<file path="config.mk">
export PLATFORM = sky130hd
export DESIGN_NAME = hsr_sched_regs
export DESIGN_NICKNAME = d
export VERILOG_FILES = /design/src/verilog/hsr_read_ptr.v /design/src/verilog/hsr_done_timer.v /design/src/verilog/hsr_sched_regs.v
export VERILOG_INCLUDE_DIRS = /design/src /design/src/verilog
export SDC_FILE = /design/constraint.sdc
export NUM_CORES = 1
export LEC_CHECK = 0
export BUFFER_PORTS_ARGS = -buffer_cell sky130_fd_sc_hd__buf_2
export CAP_MARGIN = 20
export CORE_MARGIN = 1
export CORE_UTILIZATION = 44
export CTS_CLUSTER_DIAMETER = 60
export CTS_CLUSTER_SIZE = 8
export DETAILED_ROUTE_END_ITERATION = 10
export HOLD_SLACK_MARGIN = 0.1
export PLACE_DENSITY = 0.72
export SYNTH_ARGS = -nofsm -noshare
export SYNTH_HDL_FRONTEND = slang
export SYNTH_SLANG_ARGS = --single-unit
</file>
<file path="constraint.sdc">
create_clock -name i_ref_clk -period 3.85 [get_ports i_ref_clk]
set_input_delay 0 -clock i_ref_clk [delete_from_list [all_inputs] [get_ports i_ref_clk]]
set_output_delay 0 -clock i_ref_clk [all_outputs]
set_load 0.05 [all_outputs]
</file>
<file path="src/verilog/hsr_regs.vh">
// register offsets, field positions, reset values and timing counts
// assumes: included by the register bank and its helper modules
`ifndef HSR_REGS_VH
`define HSR_REGS_VH

// ---------------------------------------------------------------
// register byte addresses
// ---------------------------------------------------------------
`define HSR_OFS_HUB_FORCE      12'h014
`define HSR_OFS_LIST_FILLED    12'h334
`define HSR_OFS_DONE_TIMEOUT   12'h338
`define HSR_OFS_READ_POINTER   12'h33c
`define HSR_OFS_ACT_STATUS     12'h340

// ---------------------------------------------------------------
// field positions
// ---------------------------------------------------------------
`define HSR_BIT_ASYNC_FILL     0
`define HSR_BIT_INTR_FILL      1
`define HSR_BIT_ISO_FILL       2
`define HSR_BIT_FORCE_HUB_CONFIGURED     0
`define HSR_PTR_ADDR_MSB       15
`define HSR_PTR_BANK_LSB       16
`define HSR_PTR_BANK_MSB       17

// ---------------------------------------------------------------
// reset values
// ---------------------------------------------------------------
`define HSR_RST_FILLED         3'h0
`define HSR_RST_TIMEOUT        32'h0000_0000
`define HSR_RST_POINTER        16'h0000
`define HSR_RST_BANK           2'h0

// ---------------------------------------------------------------
// timing: one millisecond at 40 mhz
// ---------------------------------------------------------------
`define HSR_CLK_KHZ            40000
`define HSR_MS_CYCLES          (`HSR_CLK_KHZ * 1)

`endif

</file>
<file path="src/verilog/hsr_read_ptr.v">
// four bank read pointers with load and auto-increment
// assumes: load and advance are single-cycle pulses from the register bank
`timescale 1ns/1ps

module hsr_read_ptr
(
  input  wire        i_ref_clk,
  input  wire        i_rst,
  input  wire        i_load,
  input  wire [1:0]  i_load_bank,
  input  wire [15:0] i_load_addr,
  input  wire        i_adv,
  input  wire [1:0]  i_adv_bank,
  output wire [63:0] o_ptr_flat
);
`include "hsr_regs.vh"

  // ---------------------------------------------------------------
  // per bank pointer
  // ---------------------------------------------------------------
  genvar g;
  generate
    for (g = 0; g < 4; g = g + 1)
    begin : g_bank
      reg [15:0] ptr_q;
      // a new start address wins over an advance in the same cycle
      always @(posedge i_ref_clk)
      begin
        if (i_rst)
          ptr_q <= `HSR_RST_POINTER;
        else if (i_load && (i_load_bank == g))
          ptr_q <= i_load_addr;
        else if (i_adv && (i_adv_bank == g))
          ptr_q <= ptr_q + 16'h0001; // wraps in the 16-bit space
      end
      assign o_ptr_flat[16*g+15:16*g] = ptr_q;
    end
  endgenerate

endmodule // hsr_read_ptr

</file>
<file path="src/verilog/hsr_done_timer.v">
// millisecond done time-out for completed async descriptors
// assumes: i_done is a one-cycle pulse per completed async descriptor
`timescale 1ns/1ps

module hsr_done_timer
(
  input  wire        i_ref_clk,
  input  wire        i_rst,
  input  wire [31:0] i_timeout_ms,
  input  wire        i_done,
  input  wire        i_ack,
  output reg         o_expired
);
`include "hsr_regs.vh"

  // one millisecond fits in 16 bits at this clock, so keep the low half on purpose
  localparam [31:0] MS_CYC_W = `HSR_MS_CYCLES;
  localparam [15:0] MS_CYC   = MS_CYC_W[15:0];

  reg [15:0] tick_q;
  reg [31:0] ms_q;
  reg        run_q;

  // ---------------------------------------------------------------
  // count whole milliseconds since the first pending completion
  // ---------------------------------------------------------------
  // a zero time-out never arms, so a cleared register keeps it quiet
  always @(posedge i_ref_clk)
  begin
    if (i_rst)
    begin
      tick_q    <= 16'h0000;
      ms_q      <= 32'h0000_0000;
      run_q     <= 1'b0;
      o_expired <= 1'b0;
    end
    else
    begin
      if (i_done && !run_q && (i_timeout_ms != 32'h0000_0000))
      begin
        run_q  <= 1'b1;
        tick_q <= 16'h0000;
        ms_q   <= 32'h0000_0000;
      end
      else if (run_q)
      begin
        if (tick_q == MS_CYC - 16'h0001)
        begin
          tick_q <= 16'h0000;
          if (ms_q + 32'h0000_0001 >= i_timeout_ms)
          begin
            run_q <= 1'b0;
            ms_q  <= 32'h0000_0000;
          end
          else
            ms_q <= ms_q + 32'h0000_0001;
        end
        else
          tick_q <= tick_q + 16'h0001;
      end
      // expiry wins over a same-cycle acknowledge
      if (run_q && (tick_q == MS_CYC - 16'h0001)
          && (ms_q + 32'h0000_0001 >= i_timeout_ms))
        o_expired <= 1'b1;
      else if (i_ack)
        o_expired <= 1'b0;
    end
  end

endmodule // hsr_done_timer

</file>
<file path="src/verilog/hsr_sched_regs.v">
// scheduler, memory read pointer and hub force control registers
// assumes: axi4-lite master on i_ref_clk, scheduler and memory logic alongside
//
// How it works
// - a set async fill flag lets the scheduler walk the async descriptor area.
// - a clear async fill flag makes the scheduler skip that area entirely.
// - the done time-out register (reset zero) counts milliseconds and then raises the interrupt if enabled.
// - only async descriptor completions start the done time-out.
// - writing a read start address loads that bank, and each bank read advances it.
// - bits 17 to 16 select one of four banks for pio accesses only.
// - bits 15 to 0 hold the start address for pio reads only.
// - writing 1 to the force bit puts the hub into configured state at once.
// - writing 0 leaves the hub state alone and upper bits are read-only.
// - the force bit always reads back as 0.
// - the interrupt and iso fill flags gate their areas the same way.
// - a set flag makes the scheduler walk only valid, non-skipped headers.
`timescale 1ns/1ps

module hsr_sched_regs
(
  input  wire        i_ref_clk,
  input  wire        i_rst,
  // axi4-lite slave
  input  wire [11:0] i_awaddr,
  input  wire        i_awvalid,
  output wire        o_awready,
  input  wire [31:0] i_wdata,
  input  wire [3:0]  i_wstrb,
  input  wire        i_wvalid,
  output wire        o_wready,
  output reg  [1:0]  o_bresp,
  output reg         o_bvalid,
  input  wire        i_bready,
  input  wire [11:0] i_araddr,
  input  wire        i_arvalid,
  output wire        o_arready,
  output reg  [31:0] o_rdata,
  output reg  [1:0]  o_rresp,
  output reg         o_rvalid,
  input  wire        i_rready,
  // scheduler side
  input  wire        i_hdr_valid,
  input  wire        i_hdr_skip,
  input  wire        i_async_done,
  input  wire        i_periodic_done,
  input  wire        i_done_int_en,
  input  wire        i_done_int_ack,
  output reg  [2:0]  o_walk_area,
  output reg         o_done_int,
  // pio memory side
  input  wire        i_pio_read,
  input  wire        i_pio_write,
  output reg  [1:0]  o_pio_bank,
  output reg  [15:0] o_pio_addr,
  output reg         o_pio_is_read,
  // internal hub
  output reg         o_hub_force_cfg
);
`include "hsr_regs.vh"

  // ---------------------------------------------------------------
  // register state
  // ---------------------------------------------------------------
  reg  [2:0]  fill_q;
  reg  [31:0] timeout_q;
  reg  [1:0]  bank_q;
  reg  [11:0] aw_q;
  reg  [31:0] w_q;
  reg  [3:0]  ws_q;
  reg         aw_have_q;
  reg         w_have_q;
  wire [63:0] ptr_flat;
  wire        expired;
  wire        wr_go;
  wire        rd_go;
  wire        hit_wr;
  wire [31:0] wmask;
  reg  [31:0] rd_d;
  reg         rd_ok_d;
  reg         wr_ok;

  // ---------------------------------------------------------------
  // write channel capture, address and data in either order
  // ---------------------------------------------------------------
  assign o_awready = !aw_have_q && !o_bvalid;
  assign o_wready  = !w_have_q && !o_bvalid;
  assign wr_go     = aw_have_q && w_have_q && !o_bvalid;
  assign wmask     = {{8{ws_q[3]}}, {8{ws_q[2]}}, {8{ws_q[1]}}, {8{ws_q[0]}}};

  always @(posedge i_ref_clk)
  begin
    if (i_rst)
    begin
      aw_have_q <= 1'b0;
      w_have_q  <= 1'b0;
      aw_q      <= 12'h000;
      w_q       <= 32'h0000_0000;
      ws_q      <= 4'h0;
    end
    else
    begin
      if (i_awvalid && o_awready)
      begin
        aw_q      <= i_awaddr;
        aw_have_q <= 1'b1;
      end
      else if (wr_go)
        aw_have_q <= 1'b0;
      if (i_wvalid && o_wready)
      begin
        w_q      <= i_wdata;
        ws_q     <= i_wstrb;
        w_have_q <= 1'b1;
      end
      else if (wr_go)
        w_have_q <= 1'b0;
    end
  end

  // address decode for writes; unmapped returns slverr
  always @*
  begin
    case ({aw_q[11:2], 2'b00})
      `HSR_OFS_HUB_FORCE,
      `HSR_OFS_LIST_FILLED,
      `HSR_OFS_DONE_TIMEOUT,
      `HSR_OFS_READ_POINTER,
      `HSR_OFS_ACT_STATUS:   wr_ok = 1'b1;
      default:               wr_ok = 1'b0;
    endcase
  end

  assign hit_wr = wr_go && ({aw_q[11:2], 2'b00} == `HSR_OFS_READ_POINTER)
                  && ws_q[0] && ws_q[1] && ws_q[2];

  // ---------------------------------------------------------------
  // register writes
  // ---------------------------------------------------------------
  always @(posedge i_ref_clk)
  begin
    if (i_rst)
    begin
      fill_q          <= `HSR_RST_FILLED;
      timeout_q       <= `HSR_RST_TIMEOUT;
      bank_q          <= `HSR_RST_BANK;
      o_hub_force_cfg <= 1'b0;
    end
    else
    begin
      if (wr_go && ({aw_q[11:2], 2'b00} == `HSR_OFS_LIST_FILLED) && ws_q[0])
        fill_q <= w_q[2:0];
      if (wr_go && ({aw_q[11:2], 2'b00} == `HSR_OFS_DONE_TIMEOUT))
        timeout_q <= (timeout_q & ~wmask) | (w_q & wmask);
      if (hit_wr)
        bank_q <= w_q[`HSR_PTR_BANK_MSB:`HSR_PTR_BANK_LSB];
      if (wr_go && ({aw_q[11:2], 2'b00} == `HSR_OFS_HUB_FORCE) && ws_q[0]
          && w_q[`HSR_BIT_FORCE_HUB_CONFIGURED])
        o_hub_force_cfg <= 1'b1;
    end
  end

  // ---------------------------------------------------------------
  // write response
  // ---------------------------------------------------------------
  always @(posedge i_ref_clk)
  begin
    if (i_rst)
    begin
      o_bvalid <= 1'b0;
      o_bresp  <= 2'b00;
    end
    else if (wr_go)
    begin
      o_bvalid <= 1'b1;
      o_bresp  <= wr_ok ? 2'b00 : 2'b10;
    end
    else if (i_bready)
      o_bvalid <= 1'b0;
  end

  // ---------------------------------------------------------------
  // read channel; one cycle to rvalid, held until rready
  // ---------------------------------------------------------------
  assign o_arready = !o_rvalid;
  assign rd_go     = i_arvalid && o_arready;

  always @*
  begin
    rd_d    = 32'h0000_0000;
    rd_ok_d = 1'b1;
    case ({i_araddr[11:2], 2'b00})
      `HSR_OFS_HUB_FORCE:    rd_d = 32'h0000_0000;
      `HSR_OFS_LIST_FILLED:  rd_d = {29'h0, fill_q};
      `HSR_OFS_DONE_TIMEOUT: rd_d = timeout_q;
      `HSR_OFS_READ_POINTER: rd_d = {14'h0, bank_q,
                                     ptr_flat[16*bank_q +: 16]};
      `HSR_OFS_ACT_STATUS:   rd_d = {29'h0, o_hub_force_cfg, expired, o_done_int};
      default:               rd_ok_d = 1'b0;
    endcase
  end

  always @(posedge i_ref_clk)
  begin
    if (i_rst)
    begin
      o_rvalid <= 1'b0;
      o_rdata  <= 32'h0000_0000;
      o_rresp  <= 2'b00;
    end
    else if (rd_go)
    begin
      o_rvalid <= 1'b1;
      o_rdata  <= rd_d;
      o_rresp  <= rd_ok_d ? 2'b00 : 2'b10;
    end
    else if (i_rready)
      o_rvalid <= 1'b0;
  end

  // ---------------------------------------------------------------
  // per bank pointers
  // ---------------------------------------------------------------
  // load on write, step on read
  hsr_read_ptr u_ptr
  (
    .i_ref_clk   (i_ref_clk),
    .i_rst       (i_rst),
    .i_load      (hit_wr),
    .i_load_bank (w_q[`HSR_PTR_BANK_MSB:`HSR_PTR_BANK_LSB]),
    .i_load_addr (w_q[`HSR_PTR_ADDR_MSB:0]),
    .i_adv       (i_pio_read),
    .i_adv_bank  (bank_q),
    .o_ptr_flat  (ptr_flat)
  );

  // pio address presented to memory; dma paths never look at these
  always @(posedge i_ref_clk)
  begin
    if (i_rst)
    begin
      o_pio_bank    <= `HSR_RST_BANK;
      o_pio_addr    <= `HSR_RST_POINTER;
      o_pio_is_read <= 1'b0;
    end
    else
    begin
      o_pio_bank    <= bank_q;
      o_pio_addr    <= ptr_flat[16*bank_q +: 16];
      o_pio_is_read <= i_pio_read && !i_pio_write;
    end
  end

  // ---------------------------------------------------------------
  // descriptor area gating
  // ---------------------------------------------------------------
  // header qualifiers come from the walker in the same cycle
  always @(posedge i_ref_clk)
  begin
    if (i_rst)
      o_walk_area <= 3'b000;
    else
    begin
      o_walk_area <= fill_q & {3{i_hdr_valid && !i_hdr_skip}};
    end
  end

  // ---------------------------------------------------------------
  // done time-out interrupt
  // ---------------------------------------------------------------
  // async completions only
  hsr_done_timer u_timer
  (
    .i_ref_clk    (i_ref_clk),
    .i_rst        (i_rst),
    .i_timeout_ms (timeout_q),
    .i_done       (i_async_done),
    .i_ack        (i_done_int_ack),
    .o_expired    (expired)
  );

  // periodic completions are deliberately not wired to the timer
  always @(posedge i_ref_clk)
  begin
    if (i_rst)
      o_done_int <= 1'b0;
    else
      o_done_int <= expired && i_done_int_en;
  end

  // i_periodic_done stays unconnected on purpose: a periodic or iso
  // completion must never start or feed the done time-out, so the
  // port only exists to keep the walker interface uniform

endmodule // hsr_sched_regs

</file>
==> metrics.csv, run 1 <==
metric,value,unit
DP Wirelength,24450,um
first-pass GRT wire length,59690,um
Routed Antenna Nets,0,
worst min-delay path class,primary input to register,
Antenna Cells,0,
Starting Density,45.30,%
CP Max Fanout,17,
final wirelength,37320,um
prevailing post-synth register cell,dfxtp_1,
vias per std cell,5.600,
Synth cell types,65,
"Seq/Total Area, Yosys",40.75,%
worst-case clock skew,0.02298,ns
routability cong.,0.9163,
grt total ovfl,0,
clk buf depth,3,
I/O Buffers,132,
multiplexer share of the synthesized area,3.618,%
worst-margin pin slew,0.9858,ns
number of flops mapped to enable cells by yosys,0,
fin nets,1890,
die height,172.1,um
H-tree depth,2,
GRT Overall Usage,25.42,%
die area,29600,um^2
hold path depth,5,
Critical Path Sink Type,register,
Setup CP Type,register to register,
"Clk Latency, worst-skew pair",0.52,ns
FF-to-FF setup slack,0.21,ns
synthesized area per cell,8.204,um^2
async set or reset register ratio after synthesis,0,%
Rows,61,
Power Total,6.334,mW
worst hold margin,0.1148,ns
Critical Path RT,4.27,ns
largest net degree at the start of global routing,79,
storage element area,5185,um^2
Synth top cells by count,"289 x nand2_1, 259 x dfxtp_1, 142 x a21oi_1, 142 x nor2_1, 74 x clkbuf_1",
clock sink count,259,
routed length per placed instance,17.26,um
VDD IR max,0.0002854,V
Final min period,3.638,ns
Synth Area in XOR/XNOR,6.814,%
Syn Inst Count,1551,
Pins Over Slew Limit,0,
met3 usage,4.143,%
"flops & latches, synth",259,
setup violators final,0,
# IOs,140,
number of fillers in the final layout,2461,
die width,172.1,um
ranking of synthesized cells by area,"dfxtp_1 41%, nand2_1 8.5%, a21oi_1 5.6%, nor2_1 4.2%, ha_1 3.7%",
complex-gate fraction of the synthesized area,13.90,%
M2 GR Usage,41.95,%
top-count cell post-synth,nand2_1,
GRT busiest layer,met2,
1st-pass router iterations,8,
"area leader, netlist",dfxtp_1,
clk slew on worst S/H paths,0.05,ns
Ys Warns,0,
layout cells sized above 1,14.35,%
met1 Track Usage GR,33.42,%
relative slew slack,34.28,%
area growth from synthesis to layout,26.00,%
max cap viols,0,
fmax,274.9,MHz
vias in the first global route,11680,
PD cells,395.1,nW/um^2
outcome,"finished, final reports clean",
Tcrit/Tclk final,94.48,%
reg2reg path depth,15,
top-area cell type share of the netlist area,40.75,%
DRC Markers,0,
footprint of the multi-input gates,6999,um^2
largest family of logic cells by synthesized area,simple AND/OR/NAND/NOR gates,
Fin. Hold Viols,0,
core area,28090,um^2
Mapped Area,12720,um^2
Num CTS Buffers,40,
initial antenna violation count,0,
CTS root buf,clkbuf_16,
Post-Synth Simple-Gate Area,26.73,%
vias,12110,
Synth Area in Adders,3.736,%
drt initial violations,908,
critical path arrival,4.06,ns
startpoint types,register,
CTS tree,built,
leakage power,6.151,nW
[logic make-up (layout without fill, tap and decap cells)]
group	after synthesis	count (layout)
adders and majority gates	38	38
xor gates and xnor gates	99	99
DFF	259	259
other	1	2
AOI/OAI and AO/OA	280	280
muxes	26	26
and+or+nand+nor	706	706
buffers and inverters	142	374
[what timing repair did]
action | CTS | global route
hold buffers | 117 | 0
endpoints found under the setup margin | 0 | 19
buffers inserted | 0 | 1
resized for setup | 0 | 4
hold endpoints to repair | 111 | 0
[critical path, stage by stage, from the launching register on]
cell	delay [ns]
dfxtp_1	0.40
ha_1	0.25
nand3_1	0.18
buf_4	0.21
nor2_1	0.18
buf_4	0.16
nand2_1	0.09
xnor2_1	0.29
ha_1	0.31
o21ai_0	0.15
a21oi_1	0.06
o21ai_0	0.31
a31oi_2	0.10
buf_6	0.20
or4_1	0.49
a31oi_1	0.17
[placed cells by master, fill, tap and decap left out, drive strengths merged, types with 8 or more instances in the layout]
master and count:
and4 8, a211oi 61, and3 21, nor2 144, mux2i 10, nor4 20
nor2b 21, buf 163, xnor2 54, a221oi 15, mux4 16, o21ai 19
xor2 45, nand2 289, dfxtp 259, or3 15, a21oi 143, and2 14
nand4 59, nor3 30, clkbuf 44, a31o 8, ha 38, nand3 49
inv 46, dlygate4sd3 117
[power breakdown]
part	switching, mW	internal, mW	leakage [nW]
logic	0.269	0.188	3.52
clock network	1.18	1.90	0.535
registers	0.0612	2.74	2.10
[metrics by stage]
step	utilization, %	area [um^2]	TNS, ns	std cells	worst slack (ns)
finish	57.08	16030	0	2162	0.2125
detailed placement	48.78	13700	0	1993	0.1632
floorplan	-	12730	0	1552	0.1147
global placement	48.78	13700	0	1993	0.2420
CTS	56.84	15970	0	2159	0.1230
global route	57.08	16030	-0.2616	2162	-0.04910
[cell type report]
| class | count | share of cell area, % |
|---|---|---|
| timing repair buffer | 280 | 13.19 |
| sequential | 259 | 32.34 |
| clock buffer | 44 | 6.524 |
| clock inverter | 5 | 0.2887 |
| multi-input combinational | 1151 | 43.66 |
| tap | 378 | 2.950 |
| inverter | 45 | 1.054 |
[routing by layer]
layer / share of wire (%) / vias up
met1: 43 / 5720
met2: 47 / 419
met4: 2.9 / 0
met5: 0 / -
met3: 6.7 / 84
li1: - / 5885
[worst paths after layout]
kind                                      from                            end
setup / recovery  u_timer.ms_q[0]$_SDFFE_PP0P_  u_timer.ms_q[15]$_SDFFE_PP0P_
hold / removal                       i_arvalid       o_rdata[23]$_SDFFE_PP0P_
setup reg to reg  u_timer.ms_q[0]$_SDFFE_PP0P_  u_timer.ms_q[15]$_SDFFE_PP0P_
hold reg to reg       o_rdata[21]$_SDFFE_PP0P_       o_rdata[21]$_SDFFE_PP0P_
Note: power is estimated with default switching activity, not from simulation.
==> inputs of run 2 (changes only) <==
--- a/config.mk
+++ b/config.mk
@@ -14,6 +14,7 @@
 export CTS_CLUSTER_SIZE = 8
 export DETAILED_ROUTE_END_ITERATION = 10
 export HOLD_SLACK_MARGIN = 0.1
+export MAX_ROUTING_LAYER = met4
 export PLACE_DENSITY = 0.72
 export SYNTH_ARGS = -nofsm -noshare
 export SYNTH_HDL_FRONTEND = slang
==> run 2 against run 1 <==
Flip-flop and latch count stayed put. Via count grew 1.2%. Highest routed layer unchanged. Sequential share of layout area fell by 0.18 points.
==> metrics.csv, run 2 (same netlist as run 1, synthesis figures left out) <==
metric,value,unit,change
hold path depth,5,,unchanged
worst-case clock skew,0.01369,ns,-0.009296 ns
Critical Path Sink Type,register,,
vias,12260,,+1.2%
initial antenna violation count,0,,unchanged
layout cells sized above 1,14.66,%,+0.31 points
vias in the first global route,11680,,+0.0086%
critical path arrival,4.04,ns,-0.02 ns
setup violators final,0,,unchanged
clk slew on worst S/H paths,0.05,ns,about the same
final wirelength,37940,um,+1.7%
fmax,278.6,MHz,+1.4%
Starting Density,45.30,%,unchanged
Hold EP,o_rdata[2]$_SDFFE_PP0P_,,
Hold Crit Start,i_araddr[2],,
I/O Buffers,132,,unchanged
die height,172.1,um,unchanged
largest net degree at the start of global routing,110,,+39%
outcome,"finished, final reports clean",,
post-place setup slack,0.1413,ns,-0.02187 ns
max cap viols,0,,unchanged
Final WS setup,0.2611,ns,+0.04859 ns
H-tree depth,2,,unchanged
leakage power,6.206,nW,+0.89%
PD cells,392.5,nW/um^2,-0.64%
Final min period,3.589,ns,-0.04858 ns
Placed Instances,1997,,+0.20%
routed length per placed instance,17.47,um,+1.2%
routability cong.,0.9311,,+1.6%
Critical R2R Capture,u_timer.ms_q[15]$_SDFFE_PP0P_,,
vias per std cell,5.643,,+0.76%
DRC Markers,0,,unchanged
worst min-delay path class,primary input to register,,
Crit path max-delay family,simple AND/OR/NAND/NOR gates,,
DP Wirelength,24640,um,+0.76%
Routed Antenna Nets,0,,unchanged
FF-to-FF setup slack,0.26,ns,+0.05 ns
reg2reg path depth,15,,unchanged
Pins Over Slew Limit,0,,unchanged
first-pass GRT wire length,59760,um,+0.12%
drt initial violations,1014,,+12%
VDD IR max,0.0003337,V,+17%
fin cells,2172,,+0.46%
clk buf depth,3,,unchanged
startpoint types,register,,
Antenna Cells,0,,unchanged
"commonest non-fill, non-tap cells in the layout","289 x nand2_1, 259 x dfxtp_1, 142 x nor2_1, 142 x a21oi_1, 131 x buf_2",,
worst hold margin,0.1534,ns,+0.03863 ns
"most used cell, CP",buf_4,,
1st-pass router iterations,5,,-3
"commonest non-fill, non-tap cell in the layout",nand2_1,,
# IOs,140,,unchanged
slowest CP cell,or4_1,,
area growth from synthesis to layout,26.70,%,
clock sink count,259,,unchanged
Critical Path RT,4.30,ns,+0.03 ns
setup TNS,0,ns,unchanged
CTS tree,built,,
CTS root buf,clkbuf_16,,
core area,28090,um^2,unchanged
crit path cell chain,"ha_1, nand3_1, buf_4, nor2_1, buf_4, nand2_1, xnor2_1, ha_1, a21oi_1, nand2_1, a21oi_1, a31oi_2, buf_4, or4_1, a31oi_1",,
GRT Overall Usage,26.22,%,+0.80 points
unrepaired setup endpoints after global routing,false,,
Power Total,6.329,mW,about the same
worst r2r src,u_timer.ms_q[0]$_SDFFE_PP0P_,,
CP Max Fanout,8,,-9
Setup CP Type,register to register,,
fin nets,1901,,+0.58%
"Clk Latency, worst-skew pair",0.53,ns,about the same
Tcrit/Tclk final,93.22,%,-1.3 points
die width,172.1,um,unchanged
"Buf+Inv Stages, Crit Path",3,,unchanged
CP max stage delay,0.47,ns,-0.02 ns
worst-margin pin slew,0.9109,ns,-0.07496 ns
Fin. Hold Viols,0,,unchanged
die area,29600,um^2,unchanged
Rows,61,,unchanged
relative slew slack,39.28,%,+5.0 points
Num CTS Buffers,39,,-2.5%
number of fillers in the final layout,2492,,+1.3%
grt total ovfl,0,,unchanged
==> run 2: changes by cell type in the layout (fill, tap and decap cells not counted), sizes merged <==
cell / previous run / this run
clkinv: 3 / 2
clkbuf: 44 / 42
clkinvlp: 1 / 0
inv: 46 / 48
clkdlybuf4s15: 0 / 1
buf: 163 / 171
dlygate4sd3: 117 / 120
==> run 2: what timing repair did <==
action,4_1_cts,5_1_grt
buffers inserted,0,5
endpoints found under the setup margin,0,17
resized for setup,0,8
endpoints found under the hold margin,102,0
hold buffers,120,0
==> run 2: stage by stage <==
stage          utilization, %  area [um^2]
2_1_floorplan               -        12730
3_3_place_gp            48.85        13720
3_5_place_dp            48.85        13720
4_1_cts                 56.90        15980
5_1_grt                 57.40        16120
6_report                57.40        16120
==> run 2: layout make-up <==
type	instances	area, um^2	share of cell area, %
tap	378	473.0	2.934
clock buffer	42	997.2	6.185
timing repair buffer	292	2212	13.72
multi-input combinational	1151	7023	43.56
sequential	259	5185	32.16
clock inverter	5	62.56	0.3880
inverter	45	168.9	1.048
==> run 2: where the power goes <==
| group | switching, mW | internal (mW) | total (mW) |
|---|---|---|---|
| Sequential | 0.0633 | 2.74 | 2.80 |
| Combinational | 0.270 | 0.193 | 0.463 |
| Clock | 1.23 | 1.83 | 3.06 |
==> run 2: how the worst max path moves through the flow <==
| stage | slack [ns] | to | depth (start not counted) | startpoint |
|---|---|---|---|---|
| 2_1_floorplan | 0.11 | u_timer.ms_q[30]$_SDFFE_PP0P_ | 15 | u_timer.ms_q[0]$_SDFFE_PP0P_ |
| 3_3_place_gp | 0.19 | u_timer.ms_q[30]$_SDFFE_PP0P_ | 14 | u_timer.ms_q[0]$_SDFFE_PP0P_ |
| 3_5_place_dp | 0.14 | u_timer.ms_q[30]$_SDFFE_PP0P_ | 13 | u_timer.ms_q[5]$_SDFFE_PP0P_ |
| 4_1_cts | 0.13 | u_timer.ms_q[30]$_SDFFE_PP0P_ | 13 | u_timer.ms_q[5]$_SDFFE_PP0P_ |
| 5_1_grt | 0.01 | u_timer.ms_q[6]$_SDFFE_PP0P_ | 15 | u_timer.ms_q[0]$_SDFFE_PP0P_ |
| 6_report | 0.26 | u_timer.ms_q[15]$_SDFFE_PP0P_ | 15 | u_timer.ms_q[0]$_SDFFE_PP0P_ |
==> run 2: tightest hold or removal path, stage by stage <==
cell and delay (ns):
buf_2 0.13, and3b_1 0.23, nand2_1 0.08, a21o_1 0.12
a21oi_1 0.06
==> run 2: per-layer routing <==
layer	vias to the layer above	share of wire, %	track usage [%]
met3	78	6.3	3.822
li1	5911	-	-
met4	0	2.8	9.465
met1	5826	44	33.51
met5	-	0	-
met2	442	47	42.11
==> inputs of run 3 (changes only) <==
--- a/config.mk
+++ b/config.mk
@@ -6,16 +6,17 @@
 export SDC_FILE = /design/constraint.sdc
 export NUM_CORES = 1
 export LEC_CHECK = 0
-export BUFFER_PORTS_ARGS = -buffer_cell sky130_fd_sc_hd__buf_2
 export CAP_MARGIN = 20
+export CORE_ASPECT_RATIO = 1.75
 export CORE_MARGIN = 1
 export CORE_UTILIZATION = 44
 export CTS_CLUSTER_DIAMETER = 60
 export CTS_CLUSTER_SIZE = 8
 export DETAILED_ROUTE_END_ITERATION = 10
+export DONT_BUFFER_PORTS = 1
 export HOLD_SLACK_MARGIN = 0.1
 export MAX_ROUTING_LAYER = met4
-export PLACE_DENSITY = 0.72
+export PLACE_DENSITY = 0.68
 export SYNTH_ARGS = -nofsm -noshare
 export SYNTH_HDL_FRONTEND = slang
 export SYNTH_SLANG_ARGS = --single-unit
==> run 3 against run 2 <==
Critical path depth did not move. Global-route usage grew 1.3 points. Worst setup slack lost 0.14 ns. First-iteration DRC count is 14% lower. Register-to-register slack got worse by 0.14 ns. Maximum frequency fell by 3.8%. Final cell count decreased by 7.0%. Flip-flop and latch count is the same. Clock-buffer cell count is 2 lower. Power decreased by 2.5%. Clock power decreased by 3%. Combinational power shrank 30%.
==> metrics.csv, run 3 (same netlist as run 1, synthesis figures left out) <==
metric,value,unit,change
outcome,"finished, final reports clean",,
first-pass GRT wire length,60890,um,+1.9%
Crit path max-delay family,simple AND/OR/NAND/NOR gates,,
leakage power,5.469,nW,-12%
"Clk Latency, worst-skew pair",0.53,ns,about the same
setup TNS,0,ns,unchanged
max cap viols,0,,unchanged
Starting Density,44.61,%,-0.69 points
core area,28520,um^2,+1.6%
Rows,82,,+34%
"commonest non-fill, non-tap cell in the layout",nand2_1,,
layout cells sized above 1,7.932,%,-6.7 points
worst hold margin,0.1150,ns,-0.03843 ns
die height,227.0,um,+32%
clk slew on worst S/H paths,0.05,ns,about the same
relative slew slack,14.81,%,-24 points
number of fillers in the final layout,2669,,+7.1%
fmax,268.1,MHz,-3.8%
initial antenna violation count,3,,+3
Clock power frac,48.3,%,about the same
routed length per placed instance,19.26,um,+10%
die area,29630,um^2,about the same
grt total ovfl,0,,unchanged
worst-case clock skew,0.01906,ns,+0.005373 ns
vias per std cell,5.810,,+3.0%
worst min-delay path class,primary input to register,,
routability cong.,0.9012,,-3.2%
switching share of power,24.08,%,-0.62 points
Critical Path RT,4.26,ns,-0.04 ns
clock sink count,259,,unchanged
"Buf+Inv Stages, Crit Path",2,,-1
H-tree depth,2,,unchanged
final wirelength,38920,um,+2.6%
1st-pass router iterations,6,,+1
Routed Antenna Nets,0,,unchanged
CP Max Fanout,8,,unchanged
Num CTS Buffers,38,,-2.6%
setup violators final,0,,unchanged
internal power,4.682,mW,-1.7%
Fin. Hold Viols,0,,unchanged
Setup CP Type,register to register,,
Switching Power,1.485,mW,-5.0%
# IOs,140,,unchanged
vias in the first global route,11750,,+0.58%
fin nets,1749,,-8.0%
FF-to-FF setup slack,0.12,ns,-0.14 ns
drt initial violations,876,,-14%
clk buf depth,3,,unchanged
Util after Layout,53.35,%,-4.1 points
CP max stage delay,0.38,ns,-0.09 ns
"commonest non-fill, non-tap cells in the layout","289 x nand2_1, 259 x dfxtp_1, 142 x nor2_1, 142 x a21oi_1, 101 x dlygate4sd3_1",,
GRT Overall Usage,27.55,%,+1.3 points
crit path cell chain,"ha_2, nand3_1, nor4_4, nand4_1, buf_4, o21ai_0, nand2_1, ha_1, nand4_1, nor4_2, o21ai_1, a31oi_2, buf_4, nor3_1, a221o_1",,
slowest CP cell,dfxtp_1,,
I/O Buffers,0,,-100%
DP Wirelength,26600,um,+8.0%
critical path arrival,4.14,ns,+0.10 ns
CTS root buf,clkbuf_16,,
Critical Path Sink Type,register,,
CTS tree,built,,
largest net degree at the start of global routing,210,,+91%
Pins Over Slew Limit,0,,unchanged
Placed Area,13080,um^2,-4.6%
VDD IR max,0.0004485,V,+34%
startpoint types,register,,
Final Instance Area,15220,um^2,-5.6%
Final min period,3.730,ns,+0.1411 ns
DRC Markers,0,,unchanged
PD cells,405.4,nW/um^2,+3.3%
Tcrit/Tclk final,96.88,%,+3.7 points
worst-margin pin slew,1.278,ns,+0.3670 ns
die width,130.6,um,-24%
Comb power frac,5.3,%,-2.0 points
vias,11740,,-4.2%
area growth from synthesis to layout,19.58,%,
sequential share of power,46.4,%,+2.1 points
run 3: cell count changes in the layout (fill, tap and decap cells not counted), sizes merged, moves of 2 or more:
cell and delta:
buf -131, dlygate4sd3 -19, diode +4, clkbuf -2
run 3: path summary, 6_finish.rpt:
path | startpoint | end | cells past startpoint
worst max-delay path | u_timer.ms_q[1]$_SDFFE_PP0P_ | u_timer.ms_q[28]$_SDFFE_PP0P_ | 15
worst min register to register | w_q[18]$_SDFFE_PP0P_ | register | 2
worst max register to register | u_timer.ms_q[1]$_SDFFE_PP0P_ | u_timer.ms_q[28]$_SDFFE_PP0P_ | 15
worst min-delay path | i_async_done | u_timer.tick_q[12]$_SDFFE_PP0P_ | 4
run 3: metal layers:
metal	track usage (%)	wire length, um	share of wire (%)
met3	4.677	1933	5.0
met2	49.55	20710	53
met1	25.92	13450	35
met4	19.91	2834	7.3
met5	-	0	0
run 3: power by group through the flow:
stage / Clock (mW) / Sequential, mW / Combinational (mW)
after CTS: 3.04 / 2.86 / 0.313
final: 2.98 / 2.86 / 0.326
after detailed placement: 0 / 2.91 / 0.187
after global placement: 0 / 2.91 / 0.184
after floorplan: 0 / 2.88 / 0.179
after global routing: 3.16 / 2.86 / 0.356
run 3: area by class of cell:
cell class	instances	area, um^2	area share [%]
flip-flops and latches	259	5185	34.08
clock inverters	3	33.78	0.2220
diodes	4	10.01	0.06578
repair buffers	141	1339	8.799
well taps	378	473.0	3.108
clock buffers	40	989.7	6.504
multi-input cells	1151	7017	46.11
inverters	45	168.9	1.110
run 3: through the flow:
stage	power, mW	worst slack, ns	cells
2_1_floorplan	3.058	0.1147	1552
3_3_place_gp	3.094	0.2526	1869
3_5_place_dp	3.100	0.09262	1869
4_1_cts	6.214	0.07919	2013
5_1_grt	6.378	-0.06574	2021
6_report	6.168	0.1200	2021
run 3: timing repair:
item                                    4_1_cts  5_1_grt
endpoints found under the setup margin        0       21
resized for setup                             0        6
hold buffers                                101        1
setup buffers                                 0        2
endpoints found under the hold margin       228        6
run 3: worst register-to-register path, delay by kind of cell (launching register included):
family	cells	cell delay [ns]
compound gates	4	0.96
buf+inv	2	0.44
simple gates	7	1.33
flops	1	0.38
fa+ha+maj	2	0.52
